`config.mk`:
```
export PLATFORM = sky130hd
export DESIGN_NAME = dlf_lane_top
export DESIGN_NICKNAME = d
export VERILOG_FILES = /design/src/dlf_pkg.sv /design/src/dlf_sync.sv /design/src/dlf_crc8.sv /design/src/dlf_lane_top.sv
export VERILOG_INCLUDE_DIRS = /design/src
export SDC_FILE = /design/constraint.sdc
export NUM_CORES = 1
export LEC_CHECK = 0
export BUFFER_PORTS_ARGS = -buffer_cell sky130_fd_sc_hd__clkbuf_2
export CAP_MARGIN = 25
export CORE_MARGIN = 8
export CORE_UTILIZATION = 45
export DETAILED_ROUTE_END_ITERATION = 10
export PLACE_DENSITY = 0.68
export REMOVE_ABC_BUFFERS = 1
export SLEW_MARGIN = 20
export SYNTH_ARGS = -nofsm -noshare
export SYNTH_HDL_FRONTEND = slang
export SYNTH_HIERARCHICAL = 1
export SYNTH_SLANG_ARGS = --single-unit
```
`constraint.sdc`:
```
create_clock -name pclk -period 4 [get_ports pclk]
set_input_delay 0.4 -clock pclk [delete_from_list [all_inputs] [get_ports pclk]]
set_output_delay 0.4 -clock pclk [all_outputs]
set_load 0.1 [all_outputs]
```
`src/dlf_defs.svh`:
```
`ifndef DLF_DEFS_SVH
`define DLF_DEFS_SVH

// ==========
// register map (byte addresses)
`define DLF_OFS_CTRL        8'h00
`define DLF_OFS_STATUS      8'h04
`define DLF_OFS_MASK        8'h08
`define DLF_OFS_STATE       8'h0c

// ==========
// control fields
`define DLF_CTRL_W          14
`define DLF_CTRL_RST        14'h0000

// ==========
// status / mask bit positions
`define DLF_ST_W            4
`define DLF_ST_CRC          0
`define DLF_ST_PAR          1
`define DLF_ST_STRB         2
`define DLF_ST_DONE         3
`define DLF_ST_RST          4'h0
`define DLF_MASK_RST        4'h0

// ==========
// burst shape and timing
`define DLF_BURST_LEN       4'h8
`define DLF_CRC_BEATS       4'h2
`define DLF_CRC_INIT        8'h00
`define DLF_CRC_POLY        8'h07
`define DLF_PCLK_NS         8
`define DLF_HALF_NS         80
`define DLF_HALF_CYC        (`DLF_HALF_NS / `DLF_PCLK_NS)

`endif

```
`src/dlf_pkg.sv`:
```
package dlf_pkg;

    typedef enum logic [1:0] {
        DLF_X4  = 2'b00,
        DLF_X8  = 2'b01,
        DLF_X16 = 2'b10
    } dlf_org_t;

    typedef struct packed {
        logic [3:0] vref_lanes;
        logic       rtt_en;
        logic       vref_mon;
        logic       par_en;
        logic       crc_en;
        logic       tdqs_en;
        logic       dm_en;
        logic       rd_dbi;
        logic       wr_dbi;
        dlf_org_t   org;
    } dlf_ctrl_t;

    typedef struct packed {
        logic       valid;
        logic       be;
        logic [7:0] data;
    } dlf_beat_t;

    typedef enum logic [1:0] {
        WL_IDLE = 2'b00,
        WL_ARM  = 2'b01,
        WL_DATA = 2'b10
    } dlf_wl_state_t;

    typedef enum logic [1:0] {
        RD_IDLE = 2'b00,
        RD_PRE  = 2'b01,
        RD_DATA = 2'b10,
        RD_POST = 2'b11
    } dlf_rd_state_t;

endpackage

```
`src/dlf_sync.sv`:
```
`timescale 1ns/100ps
`default_nettype none

// two-flop synchroniser; stage one is read by stage two only
module dlf_sync #(
    parameter int W = 1
) (
    input  wire logic         pclk,
    input  wire logic         presetn,
    input  wire logic [W-1:0] d,
    output var  logic [W-1:0] q
);

    logic [W-1:0] meta;

    always_ff @(posedge pclk or negedge presetn) begin
        if (!presetn) begin
            meta <= '0;
            q    <= '0;
        end else begin
            meta <= d;
            q    <= meta;
        end
    end

endmodule

`default_nettype wire

```
`src/dlf_crc8.sv`:
```
`timescale 1ns/100ps
`default_nettype none
`include "dlf_defs.svh"

// per-lane crc accumulator, msb first, one byte per enable
module dlf_crc8 (
    input  wire logic       pclk,
    input  wire logic       presetn,
    input  wire logic       clear,
    input  wire logic       en,
    input  wire logic [7:0] data,
    output var  logic [7:0] crc
);

    logic [7:0] next_crc;

    function automatic logic [7:0] crc_step(input logic [7:0] c, input logic [7:0] d);
        logic [7:0] r;
        r = c ^ d;
        for (int i = 0; i < 8; i++) begin
            r = r[7] ? ((r << 1) ^ `DLF_CRC_POLY) : (r << 1);
        end
        return r;
    endfunction

    always_comb begin
        next_crc = crc;
        if (clear) begin
            next_crc = `DLF_CRC_INIT;
        end else if (en) begin
            next_crc = crc_step(crc, data);
        end
    end

    always_ff @(posedge pclk or negedge presetn) begin
        if (!presetn) begin
            crc <= `DLF_CRC_INIT;
        end else begin
            crc <= next_crc;
        end
    end

endmodule

`default_nettype wire

```
`src/dlf_lane_top.sv`:
```
// The APB slave port and the placing of the registers were left to the implementer.
`timescale 1ns/100ps
`default_nettype none
`include "dlf_defs.svh"

// Behaviour
// the data bus is two-way and 4, 8 or 16 bits wide for the x4, x8 and x16 organisations.
// with write crc on, a crc code follows each write burst and the device takes it there.
// with the reference monitor on, the internal reference level appears on any of data bits 0 to 3.
// the controller should set termination to high impedance while the reference monitor is on.
// x8 has one inversion pin; in x16 the upper one covers bits 15 to 8 and the lower bits 7 to 0.
// x4 has no data bus inversion.
// read inversion (driven) and write inversion (sampled) are enabled independently.
// read strobes are edge aligned with data, write strobes centred in the data window.
// in x16 the lower strobe times bits 7 to 0 and the upper bits 15 to 8; otherwise one strobe.
// the strobe is a true/complement pair only, never single ended.
// address parity errors and write crc errors show on the alert output when enabled.
// in x8 with the termination strobe on, it gets the same termination as the data strobe.
// with the termination strobe off, the shared pin is the write mask and its complement is unused.
// the controller keeps the termination strobe off for x4 and x16.
// write masking exists only in x8 and x16.
// a beat whose mask is sampled low on either strobe edge is discarded.
// the alert output is low while an error is pending and high otherwise.
module dlf_lane_top
    import dlf_pkg::*;
#(
    parameter int HALF_CYC = `DLF_HALF_CYC
) (
    input  wire logic                pclk,
    input  wire logic                presetn,
    input  wire logic [7:0]          paddr,
    input  wire logic                psel,
    input  wire logic                penable,
    input  wire logic                pwrite,
    input  wire logic [31:0]         pwdata,
    output var  logic [31:0]         prdata,
    output var  logic                pready,
    output var  logic                pslverr,
    output var  logic                irq,
    input  wire logic [15:0]         dq_i,
    output var  logic [15:0]         dq_o,
    output var  logic [15:0]         dq_oe,
    input  wire logic [1:0]          dqs_t_i,
    input  wire logic [1:0]          dqs_c_i,
    output var  logic [1:0]          dqs_t_o,
    output var  logic [1:0]          dqs_c_o,
    output var  logic [1:0]          dqs_oe,
    input  wire logic [1:0]          dmdbi_n_i,
    output var  logic [1:0]          dmdbi_n_o,
    output var  logic [1:0]          dmdbi_n_oe,
    output var  logic                tdqs_c_o,
    output var  logic                tdqs_c_oe,
    output var  logic                alert_n,
    input  wire logic                odt,
    output var  logic                term_dq,
    output var  logic [1:0]          term_dqs,
    output var  logic                term_tdqs,
    input  wire logic                wr_start,
    input  wire logic                par_err,
    input  wire logic [3:0]          vref_level,
    output var  dlf_beat_t [1:0]     wr_beat,
    input  wire logic                rd_start,
    input  wire logic [15:0]         rd_data,
    output var  logic                rd_take,
    output var  logic                rd_busy
);

    // ==========
    // pin synchronisers
    logic [22:0]              pin_s;
    logic [15:0]              s_dq;
    logic [1:0]               s_t;
    logic [1:0]               s_c;
    logic [1:0]               s_dm;
    logic                     s_odt;

    // dq shares the strobe's two flops, so a centred strobe edge lands inside the data window
    dlf_sync #(.W(23)) u_sync (
        .pclk    (pclk),
        .presetn (presetn),
        .d       ({odt, dmdbi_n_i, dqs_c_i, dqs_t_i, dq_i}),
        .q       (pin_s)
    );
    assign {s_odt, s_dm, s_c, s_t, s_dq} = pin_s;

    // ==========
    // helpers
    function automatic logic [15:0] dq_mask(input dlf_org_t o);
        case (o)
            DLF_X4:  dq_mask = 16'h000f;
            DLF_X8:  dq_mask = 16'h00ff;
            default: dq_mask = 16'hffff;
        endcase
    endfunction

    function automatic logic [8:0] dbi_enc(input logic [7:0] b);
        int zeros;
        zeros = 0;
        for (int i = 0; i < 8; i++) begin
            zeros = zeros + int'(!b[i]);
        end
        dbi_enc = (zeros > 4) ? {1'b0, ~b} : {1'b1, b};
    endfunction

    // ==========
    // registers
    dlf_ctrl_t                ctrl;
    logic [`DLF_ST_W-1:0]     status;
    logic [`DLF_ST_W-1:0]     mask;
    logic [`DLF_ST_W-1:0]     next_status;
    logic [`DLF_ST_W-1:0]     events;
    dlf_ctrl_t                next_ctrl;
    logic [`DLF_ST_W-1:0]     next_mask;
    logic [31:0]              next_prdata;
    logic                     acc_wr;
    logic                     mapped;
    logic                     next_alert_n;

    logic                     x4;
    logic                     tdqs_eff;
    logic                     dm_eff;
    logic                     wdbi_eff;
    logic                     rdbi_eff;
    logic [1:0]               lane_on;

    assign x4       = (ctrl.org == DLF_X4);
    assign tdqs_eff = ctrl.tdqs_en && (ctrl.org == DLF_X8);
    assign wdbi_eff = ctrl.wr_dbi && !x4;
    assign rdbi_eff = ctrl.rd_dbi && !x4;
    // the shared pin is the mask unless it is inversion or termination strobe
    assign dm_eff   = ctrl.dm_en && !x4 && !tdqs_eff && !ctrl.wr_dbi;
    assign lane_on  = {ctrl.org[1], 1'b1};

    assign mapped  = (paddr == `DLF_OFS_CTRL) || (paddr == `DLF_OFS_STATUS) ||
                     (paddr == `DLF_OFS_MASK) || (paddr == `DLF_OFS_STATE);
    assign acc_wr  = psel && penable && pwrite;
    assign pready  = 1'b1;
    assign pslverr = psel && penable && !mapped;

    // ==========
    // write lanes
    dlf_wl_state_t [1:0]      wl_state;
    dlf_wl_state_t [1:0]      next_wl_state;
    logic [1:0][3:0]          wl_beat;
    logic [1:0][3:0]          next_wl_beat;
    logic [1:0]               wl_prev_t;
    logic [1:0]               wl_bad;
    logic [1:0]               next_wl_bad;
    dlf_beat_t [1:0]          next_wr_beat;
    logic [1:0]               crc_clr;
    logic [1:0]               crc_en;
    logic [1:0][7:0]          crc_byte;
    logic [1:0][7:0]          crc_val;
    logic [1:0]               lane_end;
    logic [1:0]               lane_bad;
    logic [1:0]               strb_bad;

    for (genvar g = 0; g < 2; g++) begin : g_crc
        dlf_crc8 u_crc (
            .pclk    (pclk),
            .presetn (presetn),
            .clear   (crc_clr[g]),
            .en      (crc_en[g]),
            .data    (crc_byte[g]),
            .crc     (crc_val[g])
        );
    end

    always_comb begin
        logic [7:0] lb;
        logic [3:0] last;
        logic       go;
        lb            = 8'h00;
        last          = 4'h0;
        go            = 1'b0;
        next_wl_state = wl_state;
        next_wl_beat  = wl_beat;
        next_wl_bad   = wl_bad;
        next_wr_beat  = wr_beat;
        crc_clr       = '0;
        crc_en        = '0;
        crc_byte      = '0;
        lane_end      = '0;
        lane_bad      = '0;
        strb_bad      = '0;
        last = ctrl.crc_en ? (`DLF_BURST_LEN + `DLF_CRC_BEATS - 4'h1) : (`DLF_BURST_LEN - 4'h1);
        for (int l = 0; l < 2; l++) begin
            next_wr_beat[l].valid = 1'b0;
            lb = (l == 0) ? (x4 ? {4'h0, s_dq[3:0]} : s_dq[7:0]) : s_dq[15:8];
            go = 1'b0;
            case (wl_state[l])
                WL_IDLE: begin
                    if (wr_start && lane_on[l]) begin
                        next_wl_state[l] = WL_ARM;
                        next_wl_beat[l]  = 4'h0;
                        next_wl_bad[l]   = 1'b0;
                        crc_clr[l]       = 1'b1;
                    end
                end
                WL_ARM: begin
                    // the first rising edge after the preamble carries beat 0
                    if (s_t[l] && !wl_prev_t[l]) begin
                        go               = 1'b1;
                        next_wl_state[l] = WL_DATA;
                    end
                end
                WL_DATA: begin
                    go = s_t[l] ^ wl_prev_t[l];
                end
                default: begin
                    next_wl_state[l] = WL_IDLE;
                end
            endcase
            if (wl_state[l] != WL_IDLE && s_t[l] == s_c[l]) begin
                strb_bad[l] = 1'b1;
            end
            if (go) begin
                next_wl_beat[l] = wl_beat[l] + 4'h1;
                if (wl_beat[l] < `DLF_BURST_LEN) begin
                    crc_en[l]                = 1'b1;
                    crc_byte[l]              = lb;
                    next_wr_beat[l].valid    = 1'b1;
                    next_wr_beat[l].data     = (wdbi_eff && !s_dm[l]) ? ~lb : lb;
                    next_wr_beat[l].be       = !(dm_eff && !s_dm[l]);
                end else if (x4) begin
                    if (wl_beat[l] == `DLF_BURST_LEN) begin
                        next_wl_bad[l] = wl_bad[l] | (lb[3:0] != crc_val[l][3:0]);
                    end else begin
                        next_wl_bad[l] = wl_bad[l] | (lb[3:0] != crc_val[l][7:4]);
                    end
                end else if (wl_beat[l] == `DLF_BURST_LEN) begin
                    next_wl_bad[l] = wl_bad[l] | (lb != crc_val[l]);
                end
                if (wl_beat[l] == last) begin
                    next_wl_state[l] = WL_IDLE;
                    lane_end[l]      = 1'b1;
                    lane_bad[l]      = next_wl_bad[l];
                end
            end
        end
    end

    always_ff @(posedge pclk or negedge presetn) begin
        if (!presetn) begin
            wl_state  <= '{WL_IDLE, WL_IDLE};
            wl_beat   <= '0;
            wl_prev_t <= '0;
            wl_bad    <= '0;
            wr_beat   <= '0;
        end else begin
            wl_state  <= next_wl_state;
            wl_beat   <= next_wl_beat;
            wl_prev_t <= s_t;
            wl_bad    <= next_wl_bad;
            wr_beat   <= next_wr_beat;
        end
    end

    // ==========
    // read path: strobe made by dividing pclk, data changes on each strobe edge
    dlf_rd_state_t            rd_state;
    dlf_rd_state_t            next_rd_state;
    logic [7:0]               rd_cnt;
    logic [7:0]               next_rd_cnt;
    logic [2:0]               rd_idx;
    logic [2:0]               next_rd_idx;
    logic [15:0]              next_dq_o;
    logic [15:0]              next_dq_oe;
    logic [1:0]               next_dqs_t;
    logic [1:0]               next_dqs_oe;
    logic [1:0]               next_dm_o;
    logic [1:0]               next_dm_oe;
    logic [8:0]               enc_lo;
    logic [8:0]               enc_hi;
    logic                     tick;

    localparam logic [7:0] HALF_M1 = 8'(HALF_CYC - 1);

    assign tick    = (rd_cnt == 8'h00);
    assign rd_take = tick && ((rd_state == RD_PRE) || (rd_state == RD_DATA && rd_idx != 3'h7));
    assign rd_busy = (rd_state != RD_IDLE);
    assign enc_lo  = rdbi_eff ? dbi_enc(rd_data[7:0]) : {1'b1, rd_data[7:0]};
    assign enc_hi  = rdbi_eff ? dbi_enc(rd_data[15:8]) : {1'b1, rd_data[15:8]};

    always_comb begin
        next_rd_state = rd_state;
        next_rd_cnt   = tick ? HALF_M1 : rd_cnt - 8'h01;
        next_rd_idx   = rd_idx;
        next_dq_o     = dq_o;
        next_dqs_t    = dqs_t_o;
        next_dm_o     = dmdbi_n_o;
        case (rd_state)
            RD_IDLE: begin
                next_rd_cnt = HALF_M1;
                next_dqs_t  = 2'b00;
                next_dm_o   = 2'b11;
                next_dq_o   = {12'h000, ctrl.vref_mon ? vref_level : 4'h0};
                if (rd_start) begin
                    next_rd_state = RD_PRE;
                end
            end
            RD_PRE, RD_DATA: begin
                if (tick) begin
                    if (rd_state == RD_DATA && rd_idx == 3'h7) begin
                        next_rd_state = RD_POST;
                        next_dqs_t    = 2'b00;
                    end else begin
                        next_rd_idx   = (rd_state == RD_PRE) ? 3'h0 : rd_idx + 3'h1;
                        next_rd_state = RD_DATA;
                        next_dqs_t    = {2{~next_rd_idx[0]}};
                        next_dq_o     = {enc_hi[7:0], enc_lo[7:0]} & dq_mask(ctrl.org);
                        next_dm_o     = {enc_hi[8], enc_lo[8]};
                    end
                end
            end
            RD_POST: begin
                if (tick) begin
                    next_rd_state = RD_IDLE;
                end
            end
            default: begin
                next_rd_state = RD_IDLE;
            end
        endcase
        next_dq_oe  = '0;
        next_dm_oe  = '0;
        next_dqs_oe = '0;
        if (next_rd_state == RD_DATA) begin
            next_dq_oe = dq_mask(ctrl.org);
            next_dm_oe = rdbi_eff ? lane_on : 2'b00;
        end else if (next_rd_state == RD_IDLE && ctrl.vref_mon) begin
            next_dq_oe = {12'h000, ctrl.vref_lanes};
        end
        if (next_rd_state != RD_IDLE) begin
            next_dqs_oe = lane_on;
        end
    end

    always_ff @(posedge pclk or negedge presetn) begin
        if (!presetn) begin
            rd_state   <= RD_IDLE;
            rd_cnt     <= 8'h00;
            rd_idx     <= 3'h0;
            dq_o       <= 16'h0000;
            dq_oe      <= 16'h0000;
            dqs_t_o    <= 2'b00;
            dqs_c_o    <= 2'b11;
            dqs_oe     <= 2'b00;
            dmdbi_n_o  <= 2'b11;
            dmdbi_n_oe <= 2'b00;
        end else begin
            rd_state   <= next_rd_state;
            rd_cnt     <= next_rd_cnt;
            rd_idx     <= next_rd_idx;
            dq_o       <= next_dq_o;
            dq_oe      <= next_dq_oe;
            dqs_t_o    <= next_dqs_t;
            dqs_c_o    <= ~next_dqs_t;
            dqs_oe     <= next_dqs_oe;
            dmdbi_n_o  <= next_dm_o;
            dmdbi_n_oe <= next_dm_oe;
        end
    end

    // the complement termination pin is unused
    assign tdqs_c_o  = 1'b0;
    assign tdqs_c_oe = 1'b0;

    // ==========
    // events, register file, alert
    always_comb begin
        events                = '0;
        events[`DLF_ST_CRC]   = ctrl.crc_en && |(lane_end & lane_bad);
        events[`DLF_ST_PAR]   = ctrl.par_en && par_err;
        events[`DLF_ST_STRB]  = |strb_bad;
        events[`DLF_ST_DONE]  = |lane_end;
        next_ctrl   = ctrl;
        next_mask   = mask;
        next_status = status;
        if (acc_wr && paddr == `DLF_OFS_CTRL) begin
            next_ctrl = dlf_ctrl_t'(pwdata[`DLF_CTRL_W-1:0]);
        end
        if (acc_wr && paddr == `DLF_OFS_MASK) begin
            next_mask = pwdata[`DLF_ST_W-1:0];
        end
        if (acc_wr && paddr == `DLF_OFS_STATUS) begin
            next_status = status & ~pwdata[`DLF_ST_W-1:0];
        end
        // a new event beats a clear in the same cycle
        next_status  = next_status | events;
        next_alert_n = !((next_status[`DLF_ST_CRC] && ctrl.crc_en) ||
                         (next_status[`DLF_ST_PAR] && ctrl.par_en));
        next_prdata  = prdata;
        if (psel && !penable) begin
            case (paddr)
                `DLF_OFS_CTRL:   next_prdata = {18'h0_0000, ctrl};
                `DLF_OFS_STATUS: next_prdata = {28'h000_0000, status};
                `DLF_OFS_MASK:   next_prdata = {28'h000_0000, mask};
                `DLF_OFS_STATE:  next_prdata = {18'h0_0000, wl_beat[1], wl_beat[0], rd_state,
                                                wl_state[1], wl_state[0]};
                default:         next_prdata = 32'h0000_0000;
            endcase
        end
    end

    always_ff @(posedge pclk or negedge presetn) begin
        if (!presetn) begin
            ctrl      <= dlf_ctrl_t'(`DLF_CTRL_RST);
            status    <= `DLF_ST_RST;
            mask      <= `DLF_MASK_RST;
            prdata    <= 32'h0000_0000;
            alert_n   <= 1'b1;
            irq       <= 1'b0;
            term_dq   <= 1'b0;
            term_dqs  <= 2'b00;
            term_tdqs <= 1'b0;
        end else begin
            ctrl      <= next_ctrl;
            status    <= next_status;
            mask      <= next_mask;
            prdata    <= next_prdata;
            alert_n   <= next_alert_n;
            irq       <= |(next_status & next_mask);
            term_dq   <= s_odt && ctrl.rtt_en;
            term_dqs  <= (s_odt && ctrl.rtt_en) ? lane_on : 2'b00;
            term_tdqs <= s_odt && ctrl.rtt_en && tdqs_eff;
        end
    end

endmodule

`default_nettype wire

```
==> summary.md, run 1 <==
| Metric | Value |
|---|---|
| Critical Path Fanout Max | `9` |
| Cell Pwr Density | `between 600 and 700 mW/mm^2` |
| Critical path endpoint category | `register` |
| Flop and latch count out of synthesis | `184` |
| Final cycle utilization of the critical path | `about 84%` |
| Vias in the first global route | `6,878` |
| Antenna Nets Post-Route | `0` |
| CTS HTree Levels | `4` |
| Gr busiest metal | `met2` |
| Area of the mapped netlist | `0.00941 mm^2` |
| Worst r2r dst | `g_crc[1].u_crc/crc[4]` |
| Min-delay worst type | `in -> reg` |
| DR WL/cell | `16.9 um` |
| R2R depth | `12` |
| Initial antenna violation count | `0` |
| M3 GR Usage | `~4.1%` |
| Clock transition at path regs | `0.07 ns` |
| CTS Sinks | `184` |
| CP Data Required Time | `~4.3 ns` |
| Vias/cell | `around 5` |
| First-pass GRT wire length | `36.3 mm` |
| Post-CTS setup buffers | `0` |
| Max-slew violations | `0` |
| Register area | `0.00461 mm^2` |
| Setup TNS | `0 ns` |
| FF-to-FF Start | `wl_state[3]` |
| Drt total wl | `22.0 mm` |
| Crit-path most repeated cell | `fa_1` |
| Worst slew pin tran | `just over 0.8 ns` |
| Max-Cap Viols | `0` |
| Core area | `roughly 0.021 mm^2` |
| Final Util | `53.1%` |
| Largest net degree at the start of global routing | `about 120` |
| Root buf cell | `clkbuf_16` |
| Initial core utilization | `45.3%` |
| Number of diodes | `0` |
| Post-synth top flop | `dfrtp_1` |
| DRC | `0` |
| Pleak | `approximately 5.4 nW` |
| Worst-skew pair later-pin latency | `0.43 ns` |
| Share of cells above drive strength 1 | `25.0%` |
| Core Rows | `53` |
| CP max stage delay | `0.54 ns` |
| Synth Area per Inst | `10.8 um^2` |
| Multi-input gate area | `0.00429 mm^2` |
| M2 GR Usage | `28.6%` |
| Synth Warn # | `6` |
| Fillcell total | `1,930` |
| GR met1 Demand/Resource | `22.4%` |
| Post-synth EDFFs | `0` |
| Sequential cell area fraction in the yosys report | `49.0%` |
| Reg2Reg Setup Slack | `0.86 ns` |
| Design Power | `0.00735 W` |
| PortBufs | `157` |
| Critical path, cell by cell | `clkbuf_2, inv_1, fa_1, fa_1, fa_1, ha_1, fa_1, o22ai_1, a21oi_1, o211ai_1, buf_4, xnor2_1, a221oi_1, a21oi_1` |
| Unrepaired setup endpoints after global routing | `no` |
| Crit path DAT | `roughly 3.7 ns` |
| CP endpoint | `dq_o[2]` |
| Tot GR Track Use | `17.3%` |
| Commonest non-fill, non-tap cell in the layout | `dfrtp_1` |
| Overflow after GRT | `0` |
| Slew Limit Headroom | `45.0%` |
| Status | `finished clean` |
| CTS tree | `done` |
| DIE HEIGHT | `161 um` |
| Vias | `around 6,600` |
| Cell family with most CP delay | `adder cells` |
| Max frequency | `297 MHz` |
| Setup violators final | `0` |
| Clk buf depth | `2` |
| Synth unique cells | `between 70 and 80` |
| Period minus WS final | `3.37 ns` |
| GPL Wtd Cong | `0.849` |
| Cts bufs inserted | `17` |
| 1st-iter DRT viols | `425` |
| DRT Pass-1 Iters | `4` |
| Io pins | `197` |
| Post-synth ARST share | `100%` |
| Worst path buffer plus inverter count | `3` |
| Final Skew | `0.0145 ns` |
| Nets | `1,144` |
| Crit. path cell count | `14` |
| Max IR drop VDD | `0.582 mV` |
| Cells after synthesis | `868` |
| Crit path kind | `in -> reg` |
| Hold buffer count at CTS | `0` |
| Area grow syn2layout | `17.2%` |
| Final hold violation count | `0` |
| CTS resizes | `0` |
| Most frequent cells in the layout | `dfrtp_1, clkbuf_2, nand2_1, inv_1, o21ai_0` |
| Slowest cell on crit path | `fa_1` |
| Hpwl dp | `roughly 17 mm` |
| Die ar. | `between 0.02 and 0.03 mm^2` |
| Worst Setup SP | `rd_data[0]` |
| CP Launch Type | `input pin` |
| Die Width | `161 um` |
[cell type report]
class / instances / area share [%]
clock inverters: 11 / 1.43
well taps: 275 / 3.12
clock buffers: 21 / 4.18
flip-flops and latches: 184 / 41.8
inverters: 58 / 1.97
repair buffers: 174 / 8.57
multi-input cells: 582 / 38.9
[worst min path at each step]
stage,from,endpoint,slack (ns),depth (start not counted)
after global routing,odt,u_sync/meta[22],0.05,1
after global placement,u_sync/meta[14],u_sync/q[14],0.33,0
after detailed placement,u_sync/meta[13],u_sync/q[13],0.33,0
after floorplan,presetn,ctrl[0],0.10,0
final,dq_i[5],u_sync/meta[5],0.07,1
after CTS,odt,u_sync/meta[22],0.06,1
[layer usage]
layer / vias up / share of wire [%] / wire, um
met5: - / 0 / 0
met4: 0 / 0.89 / 197
met3: 15 / 5.1 / 1120
met2: 168 / 48 / 10600
met1: 3198 / 46 / 10100
li1: 3192 / - / -
[power breakdown]
| group | internal, W | total [W] | switching, W |
|---|---|---|---|
| sequential | 0.00216 | 0.00250 | 0.000336 |
| combinational | 0.00106 | 0.00308 | 0.00203 |
| clock | 0.00103 | 0.00177 | 0.000739 |
[cells by family after synthesis]
| logic type | synth area share, % |
|---|---|
| AND/OR/NAND/NOR | 12.9 |
| flip-flops | 49.0 |
| AO/OA/AOI/OAI | 10.9 |
| buffers and inverters | 6.21 |
| XOR/XNOR | 11.3 |
| adder cells (fa/ha/maj) | 5.43 |
| multiplexers | 4.12 |
| other | 0.0798 |
[Yosys cell counts, types with 8 or more instances]
library cell | instances | share of area [%]
o21ai_0 | 55 | 2.9
buf_4 | 34 | 2.7
nand3_1 | 14 | 0.74
a211oi_1 | 8 | 0.64
nor2b_1 | 13 | 0.86
dfrtp_1 | 179 | 48
and2_1 | 15 | 1.0
inv_1 | 58 | 2.3
nand2_1 | 75 | 3.0
nor2_1 | 54 | 2.2
xnor2_1 | 53 | 4.9
nor3_1 | 12 | 0.64
ha_1 | 28 | 3.7
clkbuf_1 | 23 | 0.92
xnor3_1 | 8 | 1.9
fa_1 | 8 | 1.7
xor2_1 | 25 | 2.3
a21oi_1 | 33 | 1.8
a22oi_1 | 13 | 1.0
mux2_2 | 20 | 2.4
and3_1 | 11 | 0.73
nand2b_1 | 9 | 0.60
[sequential cells by signal (all words and copies together), names as in the netlist, 3 cells and up]
name             flops
u_sync/meta         23
u_sync/q            23
wr_beat             20
dq_o                16
g_crc.u_crc/crc     16
ctrl                14
prdata              14
rd_cnt               8
wl_beat              8
dq_oe                6
mask                 4
status               4
wl_state             4
rd_idx               3
[per-stage QoR]
step                      std cells  worst slack (ns)  hold slack [ns]  instance area, um^2
final                          1305             0.633           0.0681                11000
after global routing           1305             0.422           0.0524                11000
after global placement         1271             0.218            0.331                10400
after CTS                      1303             0.629           0.0552                11000
after floorplan                 824             -1.45            0.104                 9110
after detailed placement       1271             0.179            0.335                10400
(Power assumes the default switching activity.)
==> run 2, diff against run 1 <==
==> constraint.sdc (replaced) <==
create_clock -name pclk -period 3.3 [get_ports pclk]
set_input_delay 0.33 -clock pclk [delete_from_list [all_inputs] [get_ports pclk]]
set_output_delay 0.33 -clock pclk [all_outputs]
set_load 0.1 [all_outputs]
==> summary.md, run 2 (synthesized netlist as in run 1, its figures left out) <==
| Metric | Value |
|---|---|
| Cell Pwr Density | `~800 mW/mm^2` |
| CTS HTree Levels | `4` |
| Unrepaired setup endpoints after global routing | `yes` |
| DIE HEIGHT | `161 um` |
| Max-slew violations | `0` |
| Nets | `1,175` |
| Register area | `0.00461 mm^2` |
| Critical path endpoint category | `register` |
| Most frequent cells in the layout | `dfrtp_1, clkbuf_2, nand2_1, inv_1, nor2_1` |
| Die ar. | `around 0.026 mm^2` |
| CP Launch Type | `input pin` |
| Core area | `0.0208 mm^2` |
| Final Util | `about 55%` |
| Drt total wl | `21.7 mm` |
| Clock transition at path regs | `0.07 ns` |
| 1st-iter DRT viols | `305` |
| Vias in the first global route | `between 6,000 and 7,000` |
| Slowest cell on crit path | `fa_1` |
| Worst-skew pair later-pin latency | `about 0.43 ns` |
| Initial core utilization | `45.3%` |
| Crit path kind | `in -> reg` |
| Cell family with most CP delay | `adder cells` |
| CTS Sinks | `184` |
| Final Skew | `between 0.01 and 0.015 ns` |
| Hold path startpoint | `dmdbi_n_i[1]` |
| Cts bufs inserted | `17` |
| CTS tree | `done` |
| Setup violators final | `0` |
| Root buf cell | `clkbuf_16` |
| Worst Setup SP | `rd_data[3]` |
| DRC | `0` |
| Clk buf depth | `2` |
| Critical Path Fanout Max | `5` |
| Largest net degree at the start of global routing | `about 90` |
| Final hold violation count | `0` |
| Crit-path most repeated cell | `fa_1` |
| Commonest non-fill, non-tap cell in the layout | `dfrtp_1` |
| Crit path DAT | `3.55 ns` |
| Io pins | `between 150 and 200` |
| Overflow after GRT | `0` |
| Multi-input gate area | `~0.0043 mm^2` |
| Tot GR Track Use | `17.0%` |
| Slew Limit Headroom | `a little under half` |
| Initial antenna violation count | `0` |
| Antenna Nets Post-Route | `0` |
| Max-Cap Viols | `0` |
| Core Rows | `53` |
| DRT Pass-1 Iters | `4` |
| Worst slew pin tran | `0.816 ns` |
| Status | `finished clean` |
| Max frequency | `about 300 MHz` |
| Vias | `6,721` |
| Critical path, cell by cell | `buf_8, inv_4, fa_1, fa_1, fa_1, ha_2, fa_1, o22ai_2, a21oi_2, o211ai_1, buf_4, xnor2_2, a221oi_2, a21oi_1` |
| Fillcell total | `1,785` |
| DR WL/cell | `16.3 um` |
| Vias/cell | `5.03` |
| First-pass GRT wire length | `35.9 mm` |
| Number of diodes | `0` |
| Max IR drop VDD | `0.702 mV` |
| Final cycle utilization of the critical path | `98.2%` |
| Period minus WS final | `3.24 ns` |
| Min-delay worst type | `in -> reg` |
| GPL Wtd Cong | `0.848` |
| Setup WS post-layout | `~0.060 ns` |
| Worst path buffer plus inverter count | `3` |
| CP Data Required Time | `3.61 ns` |
| Area grow syn2layout | `20.9%` |
| Dpl ws | `-0.593 ns` |
| Share of cells above drive strength 1 | `roughly a quarter` |
| FF-to-FF Start | `wl_state[3]` |
| Hpwl dp | `16.3 mm` |
| Largest registers | `u_sync/meta (23), u_sync/q (23), wr_beat (20)` |
| CP max stage delay | `between 0.5 and 0.6 ns` |
| PortBufs | `157` |
| Die Width | `161 um` |
| Pleak | `approximately 5.5 nW` |
-- run 2: cell type report --
| cell class | instances | area share [%] |
|---|---|---|
| flip-flops and latches | 184 | 40.5 |
| clock inverters | 15 | 1.60 |
| clock buffers | 17 | 3.74 |
| inverters | 58 | 1.94 |
| well taps | 275 | 3.03 |
| multi-input cells | 582 | 38.1 |
| repair buffers | 205 | 11.1 |
-- run 2: final timing paths --
path                                         end  slack, ns  cells past startpoint
min                              u_sync/meta[21]       0.02                      1
max reg2reg                g_crc[1].u_crc/crc[1]       0.36                     11
min in group asynchronous              rd_cnt[7]       0.52                      2
max in group asynchronous        u_sync/meta[14]       1.99                      3
max                                      dq_o[3]       0.06                     14
min reg2reg                         u_sync/q[14]       0.34                      0
-- run 2: stage by stage --
step / cell area (um^2) / instances / power, W / hold WS (ns) / TNS, ns
floorplan: 9110 / 824 / 0.00602 / 0.0344 / -25.28
global placement: 10500 / 1279 / 0.00674 / 0.332 / -7.67
detailed placement: 10500 / 1279 / 0.00681 / 0.335 / -8.95
CTS: 11300 / 1335 / 0.00893 / 0.0126 / 0
global route: 11400 / 1336 / 0.00939 / 0.00876 / -0.165
finish: 11400 / 1336 / 0.00888 / 0.0249 / 0
-- run 2: power breakdown --
group	leakage (nW)	internal [W]	total, W	switching [W]
combinational	2.89	0.00133	0.00380	0.00247
clock	0.287	0.00109	0.00206	0.000971
sequential	2.33	0.00262	0.00302	0.000402
total	5.52	0.00504	0.00888	0.00384
-- run 2: per-layer routing --
metal	GRT usage (%)	share of wire [%]	vias to the layer above
met5	0	0	-
met4	4.21	1.1	0
met3	4.74	6.0	20
met2	27.8	48	179
met1	22.0	45	3270
li1	-	-	3252
-- run 2: timing repair --
action                                 4_1_cts  5_1_grt
gates cloned                                 0        1
endpoints found under the hold margin       79        0
hold buffers                                23        0
buffers inserted                             1        0
pin swaps                                    1        5
setup endpoints to repair                   10       19
resized for setup                            1       21
==> run 3, diff against run 2 <==
--- a/config.mk
+++ b/config.mk
@@ -9,9 +9,9 @@
 export BUFFER_PORTS_ARGS = -buffer_cell sky130_fd_sc_hd__clkbuf_2
 export CAP_MARGIN = 25
 export CORE_MARGIN = 8
-export CORE_UTILIZATION = 45
+export CORE_UTILIZATION = 55
 export DETAILED_ROUTE_END_ITERATION = 10
-export PLACE_DENSITY = 0.68
+export PLACE_DENSITY = 0.8
 export REMOVE_ABC_BUFFERS = 1
 export SLEW_MARGIN = 20
 export SYNTH_ARGS = -nofsm -noshare
==> summary.md, run 3 (synthesized netlist as in run 1, its figures left out) <==
| Metric | Value |
|---|---|
| Fillcell total | `1,239` |
| Worst slew pin tran | `0.821 ns` |
| Setup WS post-layout | `-0.0941 ns` |
| Initial antenna violation count | `0` |
| Max-slew violations | `0` |
| Io pins | `197` |
| Crit path DAT | `3.70 ns` |
| Core Rows | `48` |
| Max IR drop VDD | `0.872 mV` |
| CTS tree | `done` |
| Root buf cell | `clkbuf_16` |
| Largest net degree at the start of global routing | `106` |
| Vias in the first global route | `6,954` |
| Setup violators final | `5` |
| Cell Pwr Density | `775 mW/mm^2` |
| Final cycle utilization of the critical path | `103%` |
| Initial core utilization | `55.3%` |
| Pleak | `approximately 5.6 nW` |
| Antenna Nets Post-Route | `0` |
| GPL Wtd Cong | `0.844` |
| Final hold violation count | `0` |
| Min-delay worst type | `in -> async` |
| Clk buf depth | `2` |
| First-pass GRT wire length | `35.3 mm` |
| Critical Path Fanout Max | `5` |
| Final Skew | `0.0100 ns` |
| Period minus WS final | `3.39 ns` |
| Vias/cell | `roughly 5.3` |
| Core area | `around 0.017 mm^2` |
| Critical path endpoint category | `register` |
| Clock transition at path regs | `0.07 ns` |
| Fin cells | `approximately 1,300` |
| Failing checks | `negative setup slack` |
| CP Launch Type | `input pin` |
| Die ar. | `roughly 0.022 mm^2` |
| CP Data Required Time | `3.61 ns` |
| Multi-input gate area | `0.00442 mm^2` |
| DR WL/cell | `17.2 um` |
| Unrepaired setup endpoints after global routing | `yes` |
| CTS Sinks | `about 180` |
| Largest registers | `u_sync/meta (23), u_sync/q (23), wr_beat (20)` |
| Dpl ws | `-0.664 ns` |
| Max frequency | `295 MHz` |
| Commonest non-fill, non-tap cell in the layout | `dfrtp_1` |
| DRC | `0` |
| DRT Pass-1 Iters | `5` |
| Vias | `6,896` |
| Max-Cap Viols | `0` |
| Post-Place Cells | `1,229` |
| Drt total wl | `22.2 mm` |
| Area grow syn2layout | `20.9%` |
| PortBufs | `157` |
| Most frequent cells in the layout | `dfrtp_1, clkbuf_2, nand2_1, inv_1, nor2_1` |
| 1st-iter DRT viols | `around 350` |
| Number of diodes | `0` |
| CTS HTree Levels | `4` |
| Crit path kind | `in -> reg` |
| Die Width | `147 um` |
| Nets | `roughly 1,200` |
| Design Power | `0.00881 W` |
| Tot GR Track Use | `approximately a fifth` |
| Share of cells above drive strength 1 | `27.9%` |
| Slew Limit Headroom | `45.3%` |
| Status | `finished, violations left` |
| Worst-skew pair later-pin latency | `around 0.43 ns` |
| Hpwl dp | `around 16 mm` |
| Cts bufs inserted | `17` |
| Overflow after GRT | `0` |
| DIE HEIGHT | `147 um` |
| Final Util | `roughly two thirds` |
| Register area | `0.00461 mm^2` |
-- run 3: cell type report --
| cell class | instances | share of cell area (%) |
|---|---|---|
| multi-input combinational | 582 | 38.8 |
| timing repair buffer | 209 | 11.4 |
| clock inverter | 14 | 1.08 |
| inverter | 58 | 1.96 |
| tap | 225 | 2.48 |
| sequential | 184 | 40.5 |
| clock buffer | 17 | 3.74 |
-- run 3: where the power goes --
group,internal [W],switching [W]
combinational,0.00135,0.00253
clock,0.00104,0.000868
sequential,0.00262,0.000397
-- run 3: per-layer routing --
| layer | vias to the layer above | wire length (um) | track usage [%] |
|---|---|---|---|
| met4 | 0 | 603 | 7.83 |
| met3 | 47 | 1540 | 5.63 |
| met1 | 3348 | 9000 | 24.7 |
| met2 | 236 | 11100 | 34.0 |
| li1 | 3265 | - | - |
| met5 | - | 0 | 0 |
-- run 3: final timing paths --
check,startpoint,end,slack [ns],cells past startpoint
setup / recovery,rd_data[3],dq_o[1],-0.09,14
hold / removal,presetn,wr_beat[7],0.003,1
setup reg to reg,wl_state[3],g_crc[1].u_crc/crc[1],0.24,12
hold reg to reg,u_sync/meta[2],u_sync/q[2],0.35,0
max in group asynchronous,presetn,dmdbi_n_o[0],2.36,2
min in group pclk,pwdata[6],ctrl[6],0.13,2
-- run 3: critical path, stage by stage --
cell	delay (ns)
buf_8	0.08
inv_4	0.03
fa_1	0.51
fa_1	0.58
fa_1	0.44
ha_2	0.23
fa_2	0.57
o22ai_2	0.06
a21oi_2	0.12
o211ai_1	0.09
buf_4	0.19
xnor2_1	0.13
a221oi_1	0.28
a21oi_1	0.06
-- run 3: per-stage QoR --
| step | area (um^2) | setup TNS [ns] | hold slack, ns |
|---|---|---|---|
| global route | 11400 | -1.99 | 0.0603 |
| floorplan | 9110 | -25.28 | 0.0344 |
| finish | 11400 | -0.265 | 0.00303 |
| detailed placement | 10400 | -9.12 | 0.335 |
| CTS | 11200 | 0 | 0.00117 |
| global placement | 10400 | -6.57 | 0.333 |
-- run 3: repair_timing --
action | in CTS | in global routing
gates cloned | 0 | 1
gates resized for setup | 4 | 46
setup buffers | 1 | 4
hold buffers | 22 | 1
pin swaps | 3 | 14
setup endpoints to repair | 11 | 19
endpoints found under the hold margin | 22 | 1
